**src/frs_consts.vh**
```
// frs_consts.vh: constants for the firing run scoring sequencer
// assumes a 200 MHz clock; included by bare name
`ifndef FRS_CONSTS_VH
`define FRS_CONSTS_VH

// ----------------------------------------
// timing
// ----------------------------------------
`define FRS_CLK_MHZ 200
`define FRS_FIRE_DELAY_MS 700
`define FRS_TRIG_LAMP_US 100
`define FRS_TRIG_LAMP_CYC (`FRS_TRIG_LAMP_US * `FRS_CLK_MHZ)
`define FRS_WINDOW_US 1000
`define FRS_WINDOW_CYC (`FRS_WINDOW_US * `FRS_CLK_MHZ)

// ----------------------------------------
// ranges
// ----------------------------------------
`define FRS_NUM_RANGES 8
`define FRS_RANGE_W 3
`define FRS_RANGE_STEP_M 100
`define FRS_CAM_LIMIT_M 300

// ----------------------------------------
// states
// ----------------------------------------
`define FRS_ST_IDLE 2'h0
`define FRS_ST_ARMED 2'h1
`define FRS_ST_RUN 2'h2
`define FRS_ST_DONE 2'h3

`endif

```
**src/frs_sequencer.v**
```verilog
// frs_sequencer.v: firing run scoring sequencer top
// assumes the trigger and fire pins are asynchronous and get two-flop synchronisers
`timescale 1ns/1ps
`include "frs_consts.vh"
module frs_sequencer #(
    parameter NUM_RANGES = `FRS_NUM_RANGES,
    parameter RANGE_W = `FRS_RANGE_W,
    parameter ACQ_W = 8,
    parameter DEV_W = 8,
    parameter WINDOW_CYC = `FRS_WINDOW_CYC,
    parameter TRIG_LAMP_CYC = `FRS_TRIG_LAMP_CYC
) (
    // clock and reset
    input wire clk,
    input wire reset_n,
    input wire clk_en,
    // launch simulator pins
    input wire trigger_pull,
    input wire fire_command,
    // instructor controls
    input wire [RANGE_W-1:0] range_select,
    input wire tracker_power_switch,
    input wire boresight_mode,
    // tracker inputs
    input wire [ACQ_W-1:0] acq_sum,
    input wire [ACQ_W-1:0] acq_threshold,
    input wire [DEV_W-1:0] los_deviation,
    input wire [DEV_W-1:0] deviation_allowance,
    // control outputs
    output reg scoring_enable,
    output reg tracker_power,
    output reg tracker_first_motion,
    output reg function_first_motion,
    output reg memory_reset,
    output reg run_latch_relay,
    output reg cam_inhibit,
    output reg meter_source_score,
    // lamps
    output reg trigger_lamp,
    output reg [NUM_RANGES-1:0] range_lamp,
    output reg hit_lamp,
    output reg miss_lamp,
    output reg [NUM_RANGES-1:0] error_lamp,
    output reg transmitter_acquired_lamp,
    // status
    output reg error_flag,
    output reg run_stop,
    output reg [RANGE_W:0] grade
);
    // ----------------------------------------
    // input synchronisers
    // ----------------------------------------
    reg trig_s1, trig_s2, trig_s3, fire_s1, fire_s2, fire_s3;
    always @(posedge clk or negedge reset_n) begin
        if (!reset_n) begin
            trig_s1 <= 1'b0;
            trig_s2 <= 1'b0;
            trig_s3 <= 1'b0;
            fire_s1 <= 1'b0;
            fire_s2 <= 1'b0;
            fire_s3 <= 1'b0;
        end else if (clk_en) begin
            trig_s1 <= trigger_pull;
            trig_s2 <= trig_s1;
            trig_s3 <= trig_s2;
            fire_s1 <= fire_command;
            fire_s2 <= fire_s1;
            fire_s3 <= fire_s2;
        end
    end
    wire trig_rise = trig_s2 & ~trig_s3;
    wire fire_rise = fire_s2 & ~fire_s3;

    // ----------------------------------------
    // state and counters
    // ----------------------------------------
    reg [1:0] state;
    reg [1:0] next_state;
    reg [31:0] win_cnt;
    reg [31:0] lamp_cnt;
    reg [RANGE_W-1:0] win_idx;
    reg win_valid;
    wire win_end = (win_cnt == WINDOW_CYC - 1);
    wire last_win = (win_idx == range_select);
    wire stop_now = (state == `FRS_ST_RUN) && win_end && last_win;

    always @* begin
        next_state = state;
        case (state)
            `FRS_ST_IDLE: begin
                if (trig_rise) begin
                    next_state = `FRS_ST_ARMED;
                end
            end
            `FRS_ST_ARMED: begin
                if (fire_rise) begin
                    next_state = `FRS_ST_RUN;
                end
            end
            `FRS_ST_RUN: begin
                if (stop_now) begin
                    next_state = `FRS_ST_DONE;
                end
            end
            `FRS_ST_DONE: begin
                if (trig_rise) begin
                    next_state = `FRS_ST_ARMED;
                end
            end
            default: begin
                next_state = `FRS_ST_IDLE;
            end
        endcase
    end

    // ----------------------------------------
    // memories
    // ----------------------------------------
    wire [NUM_RANGES-1:0] seg_error;
    wire any_error;
    wire [RANGE_W:0] mem_grade;
    frs_range_memory #(
        .NUM_RANGES(NUM_RANGES),
        .RANGE_W(RANGE_W)
    ) u_mem (
        .clk(clk),
        .reset_n(reset_n),
        .clk_en(clk_en),
        .clear(memory_reset),
        .window_valid(win_valid),
        .window_index(win_idx),
        .error_flag(error_flag),
        .seg_error(seg_error),
        .any_error(any_error),
        .grade(mem_grade)
    );

    localparam [RANGE_W+7:0] STEP_M = `FRS_RANGE_STEP_M;
    localparam [RANGE_W+7:0] CAM_LIMIT_M = `FRS_CAM_LIMIT_M;
    wire [RANGE_W+7:0] sel_meters = range_select * STEP_M;

    // ----------------------------------------
    // sequencing
    // ----------------------------------------
    always @(posedge clk or negedge reset_n) begin
        if (!reset_n) begin
            state <= `FRS_ST_IDLE;
            win_cnt <= 32'h0;
            lamp_cnt <= 32'h0;
            win_idx <= {RANGE_W{1'b0}};
            win_valid <= 1'b0;
            scoring_enable <= 1'b0;
            tracker_first_motion <= 1'b0;
            function_first_motion <= 1'b0;
            memory_reset <= 1'b0;
            run_latch_relay <= 1'b0;
            meter_source_score <= 1'b0;
            trigger_lamp <= 1'b0;
            range_lamp <= {NUM_RANGES{1'b0}};
            hit_lamp <= 1'b0;
            miss_lamp <= 1'b0;
            error_lamp <= {NUM_RANGES{1'b0}};
            run_stop <= 1'b0;
        end else if (clk_en) begin
            state <= next_state;
            memory_reset <= 1'b0;
            run_stop <= stop_now;
            if (lamp_cnt != 32'h0) begin
                lamp_cnt <= lamp_cnt - 32'h1;
            end else begin
                trigger_lamp <= 1'b0;
            end
            if (trig_rise && state != `FRS_ST_RUN) begin
                scoring_enable <= 1'b1;
                tracker_first_motion <= 1'b1;
                memory_reset <= 1'b1;
                run_latch_relay <= 1'b1;
                trigger_lamp <= 1'b1;
                lamp_cnt <= TRIG_LAMP_CYC;
                meter_source_score <= 1'b0;
                hit_lamp <= 1'b0;
                miss_lamp <= 1'b0;
                error_lamp <= {NUM_RANGES{1'b0}};
            end
            if (state == `FRS_ST_ARMED && fire_rise) begin
                function_first_motion <= 1'b1;
                win_idx <= {RANGE_W{1'b0}};
                win_cnt <= 32'h0;
                win_valid <= 1'b1;
            end
            if (state == `FRS_ST_RUN) begin
                range_lamp <= {NUM_RANGES{1'b0}};
                range_lamp[win_idx] <= 1'b1;
                if (win_end) begin
                    win_cnt <= 32'h0;
                    if (!last_win) begin
                        win_idx <= win_idx + {{(RANGE_W-1){1'b0}}, 1'b1};
                    end
                end else begin
                    win_cnt <= win_cnt + 32'h1;
                end
            end
            if (run_stop) begin
                win_valid <= 1'b0;
                win_idx <= {RANGE_W{1'b0}};
                run_latch_relay <= 1'b0;
                scoring_enable <= 1'b0;
                tracker_first_motion <= 1'b0;
                function_first_motion <= 1'b0;
                range_lamp <= {NUM_RANGES{1'b0}};
                meter_source_score <= 1'b1;
                hit_lamp <= ~any_error;
                miss_lamp <= any_error;
            end
            // a new trigger must win over recall, or a stale error lamp survives into the run
            if (miss_lamp && state == `FRS_ST_DONE && !trig_rise) begin
                error_lamp <= {NUM_RANGES{1'b0}};
                error_lamp[range_select] <= seg_error[range_select];
            end
        end
    end

    // ----------------------------------------
    // tracker side outputs
    // ----------------------------------------
    always @(posedge clk or negedge reset_n) begin
        if (!reset_n) begin
            tracker_power <= 1'b0;
            cam_inhibit <= 1'b0;
            transmitter_acquired_lamp <= 1'b0;
            error_flag <= 1'b0;
            grade <= {(RANGE_W+1){1'b0}};
        end else if (clk_en) begin
            tracker_power <= tracker_power_switch && (run_latch_relay || boresight_mode);
            cam_inhibit <= boresight_mode && (sel_meters < CAM_LIMIT_M);
            transmitter_acquired_lamp <= (acq_sum > acq_threshold);
            error_flag <= scoring_enable && (los_deviation > deviation_allowance);
            grade <= mem_grade;
        end
    end
endmodule // frs_sequencer

```
**src/frs_range_memory.v**
```verilog
// frs_range_memory.v: per-range error memory with decode and grade sum
// assumes inputs are synchronous to clk
`timescale 1ns/1ps
`include "frs_consts.vh"
module frs_range_memory #(
    parameter NUM_RANGES = `FRS_NUM_RANGES,
    parameter RANGE_W = `FRS_RANGE_W
) (
    // clock and reset
    input wire clk,
    input wire reset_n,
    input wire clk_en,
    // control
    input wire clear,
    input wire window_valid,
    input wire [RANGE_W-1:0] window_index,
    input wire error_flag,
    // results
    output wire [NUM_RANGES-1:0] seg_error,
    output wire any_error,
    output wire [RANGE_W:0] grade
);
    // ----------------------------------------
    // segment storage
    // ----------------------------------------
    genvar g;
    generate
        for (g = 0; g < NUM_RANGES; g = g + 1) begin : seg
            reg mem;
            always @(posedge clk or negedge reset_n) begin
                if (!reset_n) begin
                    mem <= 1'b0;
                end else if (clk_en) begin
                    if (clear) begin
                        mem <= 1'b0;
                    end else if (window_valid && window_index == g && error_flag) begin
                        mem <= 1'b1;
                    end
                end
            end
            assign seg_error[g] = mem;
        end
    endgenerate

    // ----------------------------------------
    // summary
    // ----------------------------------------
    assign any_error = |seg_error;
    reg [RANGE_W:0] sum;
    integer i;
    always @* begin
        sum = {(RANGE_W+1){1'b0}};
        for (i = 0; i < NUM_RANGES; i = i + 1) begin
            sum = sum + {{RANGE_W{1'b0}}, seg_error[i]};
        end
    end
    assign grade = sum;
endmodule // frs_range_memory

```
**config.mk**
```make
export PLATFORM = sky130hd
export DESIGN_NAME = frs_sequencer
export DESIGN_NICKNAME = d
export VERILOG_FILES = /design/src/frs_sequencer.v /design/src/frs_range_memory.v
export VERILOG_INCLUDE_DIRS = /design/src
export SDC_FILE = /design/constraint.sdc
export NUM_CORES = 1
export LEC_CHECK = 0
export ABC_AREA = 1
export BUFFER_PORTS_ARGS = -buffer_cell sky130_fd_sc_hd__buf_2
export CORE_MARGIN = 2
export CORE_UTILIZATION = 64
export CTS_BUF_LIST = sky130_fd_sc_hd__clkbuf_8
export DETAILED_ROUTE_END_ITERATION = 10
export PLACE_DENSITY_LB_ADDON = 0.08
export SLEW_MARGIN = 0
export SYNTH_ARGS = -nofsm -noshare
export SYNTH_HDL_FRONTEND = slang
export SYNTH_SLANG_ARGS = --single-unit
```
**constraint.sdc**
```tcl
create_clock -name clk -period 5.3 [get_ports clk]
set_input_delay 1.325 -clock clk [delete_from_list [all_inputs] [get_ports clk]]
set_output_delay 1.325 -clock clk [all_outputs]
set_load 0.005 [all_outputs]
```
# Yosys cells after proc, flatten, opt, wreduce, memory -nomap -nowiden
# Index checks and enable logic that the tools add are counted.
[word_totals] regBits=115 in_bits=42 output_inout_bits=34 elab_cells=189
[classes] n_addsub=10 mul=1 magnitude_cmp=7 n_eq_ne=17 mux=51 bitwise_logic=6 n_reduce_logical=64
[op_table] cell="32-bit two-way mux" count=5
[op_table] cell="32-bit by 1-bit adder with 32-bit output, second input constant" count=1
[op_table] cell="32-bit by 18-bit equality test with 1-bit output, second input constant" count=1
[op_table] cell="8-bit two-way mux" count=4
[op_table] cell="32-bit nonzero test" count=1
[op_table] cell="32-bit by 1-bit subtractor with 32-bit output, second input constant" count=1
[op_table] cell="1-bit two-way mux" count=30
[op_table] cell="2-bit AND reduction" count=15
[op_table] cell="2-bit nonzero test" count=14
[op_table] cell="1-bit logical AND" count=27
[op_table] cell="4-bit by 1-bit adder with 4-bit output" count=6
[op_table] cell="8-bit greater-than comparator" count=2
[op_table] cell="3-bit two-way mux" count=5
[op_table] cell="3-bit equality test, second input constant" count=4
[op_table] cell="10-bit by 9-bit less-than comparator with 1-bit output, second input constant" count=1
[op_table] cell="8-bit bitwise AND" count=1
[op_table] cell="3-bit by 4-bit less-than comparator with 1-bit output, second input constant" count=2
[op_table] cell="3-bit by 5-bit multiplier with 8-bit output, second input constant" count=1
[op_table] cell="8-bit OR reduction" count=1
[op_table] cell="1-bit demux with 3-bit select" count=2
[op_table] cell="3-bit by 2-bit equality test with 1-bit output, second input constant" count=2
[op_table] cell="3-bit by 1-bit greater-or-equal comparator with 1-bit output, second input constant" count=2
[op_table] cell="2-bit two-way mux" count=3
[op_table] cell="2-bit inequality test, second input constant" count=3
[op_table] cell="other kinds (17)" count=22

# Logic depth before layout (Yosys ltp)
[depth] ltp_word=8 ltp_mapped=12

# Cells and area by module
# A second synthesis with hierarchy kept.
[hier_totals] cells_unflattened=1040 hier_area_um2=7419.6
[by_module_without_submodules] module="frs_sequencer" instances=1 cells_per_inst=963 area_each_um2=6802.8
[by_module_without_submodules] module="frs_range_memory" instances=1 cells_per_inst=77 area_each_um2=616.8

# Worst setup path after synthesis
# OpenSTA, ideal clock, no wires.
[synth_timing] path_kind="flip-flop to flip-flop" startpoint="register u_mem.seg[1].mem" endpoint="register grade[2]" t_arrival_ns=2.620 required_time_ns=5.165 slack_ns=2.545 path_stages_with_launch=11 n_path_buf=0 path_cell_list="dfrtp_1 inv_1 ha_1 inv_1 fa_1 fa_1 inv_1 fa_1 fa_1 xnor2_1 o21ai_0"
[synth_via] elab_chain_len=7
[synth_lines] item="start, declared" line="frs_range_memory.v:29" rtl="reg mem;"
[synth_lines] item="start signal, assigned" line="frs_range_memory.v:32" rtl="mem <= 1'b0;"
[synth_lines] item="start signal, assigned" line="frs_range_memory.v:35" rtl="mem <= 1'b0;"
[synth_lines] item="start signal, assigned" line="frs_range_memory.v:37" rtl="mem <= 1'b1;"
[synth_lines] item="1-bit by 1-bit adder with 2-bit output" line="frs_range_memory.v:54" rtl="sum = sum + {{RANGE_W{1'b0}}, seg_error[i]};"
[synth_lines] item="4-bit by 1-bit adder with 4-bit output (6 in a row)" line="frs_range_memory.v:54"
[synth_lines] item="end signal, assigned" line="frs_sequencer.v:232" rtl="grade <= {(RANGE_W+1){1'b0}};"
[synth_lines] item="end signal, assigned" line="frs_sequencer.v:238" rtl="grade <= mem_grade;"
[synth_lines] item="end, declared" line="frs_sequencer.v:48" rtl="output reg [RANGE_W:0] grade"
# Every way passes these cells.
# A chain may end at the register's enable or synchronous reset.

# Worst setup path after layout
[layout_timing] startpoint="register state[0]" endpoint="register lamp_cnt[5]"
[layout_via] elab_chain_len=4 elab_cells_between_ends=5
[layout_lines] item="start, declared" line="frs_sequencer.v:77" rtl="reg [1:0] state;"
[layout_lines] item="start signal, assigned" line="frs_sequencer.v:147" rtl="state <= `FRS_ST_IDLE;"
[layout_lines] item="start signal, assigned" line="frs_sequencer.v:165" rtl="state <= next_state;"
[layout_lines] item="2-bit inequality test (no line) *"
[layout_lines] item="1-bit logical AND (no line) *"
[layout_lines] item="2-bit nonzero test (no line)"
[layout_lines] item="2-bit AND reduction (no line)"
[layout_lines] item="end signal, assigned" line="frs_sequencer.v:169" rtl="lamp_cnt <= lamp_cnt - 32'h1;"
[layout_lines] item="end, declared" line="frs_sequencer.v:80" rtl="reg [31:0] lamp_cnt;"
# Mark *: on every way between the ends. The rest lies on a longest branch, timed or not.

==> impl_metrics.json <==
{
  "cp_max_fo": 21,
  "required_ns": 5.68,
  "fin_crit_sh": 0.5749,
  "ys.flop_type": "dfrtp_1",
  "start_kind": "flip-flop",
  "rrSetupSlack_ns": 2.25,
  "antenna_cells": 0,
  "rr_endpoint": "lamp_cnt[5]",
  "synth.distinct_cells": 40,
  "die-area_mm2": 0.01265,
  "worst-r2r-cell-count": 7,
  "grt_pass1_vias": 6408,
  "synth_cells": 1047,
  "drc_errors": 0,
  "gp_congestion": 0.8841,
  "fin_util": 0.7353,
  "die_h_um": 112.5,
  "wl_per_cell_um": 13.51,
  "cts_root_buf": "clkbuf_8",
  "overflow": 0,
  "layout_commonest_cell": "nand2_1",
  "core_area_mm2": 0.01147,
  "cts_buffers": 17,
  "slew_headroom": 0.4779,
  "min-delay-start": "meter_source_score",
  "clock_latency_ns": 0.45,
  "hold_violations": 0,
  "grt_setup_unrepaired": "false",
  "fin_crit_ns": 3.047,
  "post-cts-setup-buffer-count": 0,
  "grt_pass1_wl_um": 29530,
  "synth_area_per_cell_um2": 7.192,
  "drive_gt1_frac": 0.1309,
  "synth_area_mm2": 0.007530,
  "grt_start_max_net_pins": 51,
  "ctsResizeCount": 0,
  "critical_path_class": "reg -> reg",
  "initial_core_util": 0.6566,
  "fmax_mhz": 328.2,
  "num_vias": 6861,
  "skew_ns": 0.008642,
  "ys_seq_elements": 115,
  "finalWirelength_um": 17210,
  "ir_drop_mv": 0.4217,
  "numPortBuffers": 75,
  "cp.arrival_ns": 3.42,
  "cts-htree-levels": 4,
  "status": "completed",
  "track_usage": 0.2879,
  "postCtsHoldBufs": 0,
  "antenna_found_initial": 0,
  "drtPass1Iterations": 5,
  "clock_sinks": 115,
  "first_iter_violations": 555,
  "worst_slew_pin_slew_ns": 0.7822,
  "max_cap_viol_count": 0,
  "cts.clk_slew.worst_paths_ns": 0.07,
  "r2r-start": "state[0]",
  "area_growth_pct": 11.98,
  "crit_path_end_kind": "flip-flop",
  "dp_hpwl_um": 12660,
  "synth-edff-count": 0,
  "nets": 1204,
  "setup_violations": 0,
  "crit_path_start": "state[0]",
  "die_x_um": 112.5,
  "num_io_pins": 76,
  "final_cell_mix": "nand2_1 (312), nor2_1 (159), dfrtp_1 (115)",
  "hold_depth": 2,
  "synth-warning-count": 0,
  "cts_tree": "done",
  "min_to": "meter_source_score",
  "antenna_left": 0,
  "vias_per_cell": 5.385,
  "synth-async-reset-ratio": 1.000,
  "min_path_type": "reg -> reg",
  "ys_seq_area_frac": 0.3822,
  "syn-num-nets": 1132,
  "power.leakage_nw": 4.406,
  "cts_buffer_depth": 2,
  "rows": 39,
  "power.density_mw_per_mm2": 409.1,
  "tns_ns": 0,
  "drv_slew": 0
}
[per-stage QoR]
| step | setup WS [ns] | cells | total power (W) | hold slack, ns | area [um^2] |
|---|---|---|---|---|---|
| finish | 2.253 | 1274 | 0.003450 | 0.4731 | 8432 |
| global route | 1.882 | 1274 | 0.003721 | 0.4921 | 8432 |
| CTS | 2.189 | 1274 | 0.003460 | 0.4720 | 8432 |
| floorplan | 2.545 | 1047 | 0.002161 | 0.4422 | 7530 |
| global placement | 1.927 | 1243 | 0.002440 | 0.4487 | 7954 |
| detailed placement | 1.906 | 1243 | 0.002477 | 0.4549 | 7954 |
[layout make-up]
| class | count | area, um^2 |
|---|---|---|
| Multi-Input combinational cell | 793 | 4069 |
| Fill cell | 919 | 3035 |
| Sequential cell | 115 | 2878 |
| Inverter | 114 | 427.9 |
| Timing Repair Buffer | 78 | 400.4 |
| Clock buffer | 22 | 302.8 |
| Tap cell | 143 | 178.9 |
| Clock inverter | 9 | 175.2 |
[worst max-delay path by stage]
stage,to,slack (ns)
after floorplan,grade[2],2.54
after global placement,win_cnt[5],1.93
after detailed placement,win_cnt[5],1.91
after CTS,lamp_cnt[5],2.19
after global routing,lamp_cnt[10],1.88
final,lamp_cnt[5],2.25
[synthesized netlist by cell type (3+ instances only)]
cell type | n | area, um^2
nand2_1 | 312 | 1171
nor2_1 | 159 | 596.8
dfrtp_1 | 115 | 2878
inv_1 | 110 | 412.9
nand3_1 | 90 | 450.4
ha_1 | 39 | 488.0
o21ai_0 | 32 | 160.2
nand4_1 | 29 | 181.4
a21oi_1 | 27 | 135.1
xor2_1 | 27 | 236.5
o21ai_2 | 18 | 157.7
o21ai_1 | 12 | 60.06
clkbuf_1 | 9 | 33.78
buf_2 | 7 | 35.03
nor2_2 | 7 | 43.79
nand3b_1 | 5 | 37.54
fa_1 | 4 | 80.08
inv_2 | 4 | 15.01
xnor2_1 | 4 | 35.03
buf_4 | 3 | 22.52
buf_8 | 3 | 45.04
nand2_2 | 3 | 18.77
o211ai_1 | 3 | 22.52
o21bai_1 | 3 | 22.52
[kinds of logic after synthesis]
family	after synthesis	synth area share
AOI/OAI and AO/OA	101	0.08009
xor gates and xnor gates	31	0.03606
buffers and inverters	139	0.07743
and+or+nand+nor	618	0.3488
DFF	115	0.3822
adders and majority gates	43	0.07544
[state kept, by name (all words and copies together) (netlist names), 2 cells and up]
signal / count
error_lamp: 8
u_mem.seg.mem: 8
win_idx: 3
state: 2
lamp_cnt: 32
range_lamp: 8
grade: 4
win_cnt: 32
[critical path, cell delays in order (launching register included)]
cell,delay [ns]
dfrtp_1,0.42
inv_1,0.06
ha_1,0.38
nor2_1,0.66
inv_1,0.59
a21oi_2,0.65
nand2_1,0.11
o21ai_1,0.10
[per-layer routing]
metal / track usage / up-vias / share of wire / wire length, um
li1: - / 3497 / - / -
met1: 0.3822 / 3130 / 0.45 / 7692
met2: 0.4627 / 191 / 0.47 / 8101
met3: 0.07235 / 43 / 0.058 / 1004
met4: 0.1016 / 0 / 0.024 / 407
met5: 0 / - / 0 / 0
[power breakdown]
| group | leakage, nW | internal [W] | switching (W) |
|---|---|---|---|
| clock | 0.242 | 0.000618 | 0.000353 |
| sequential | 1.53 | 0.00103 | 0.000162 |
| combinational | 2.63 | 0.000437 | 0.000846 |
Power figures use the tool's default switching activity.
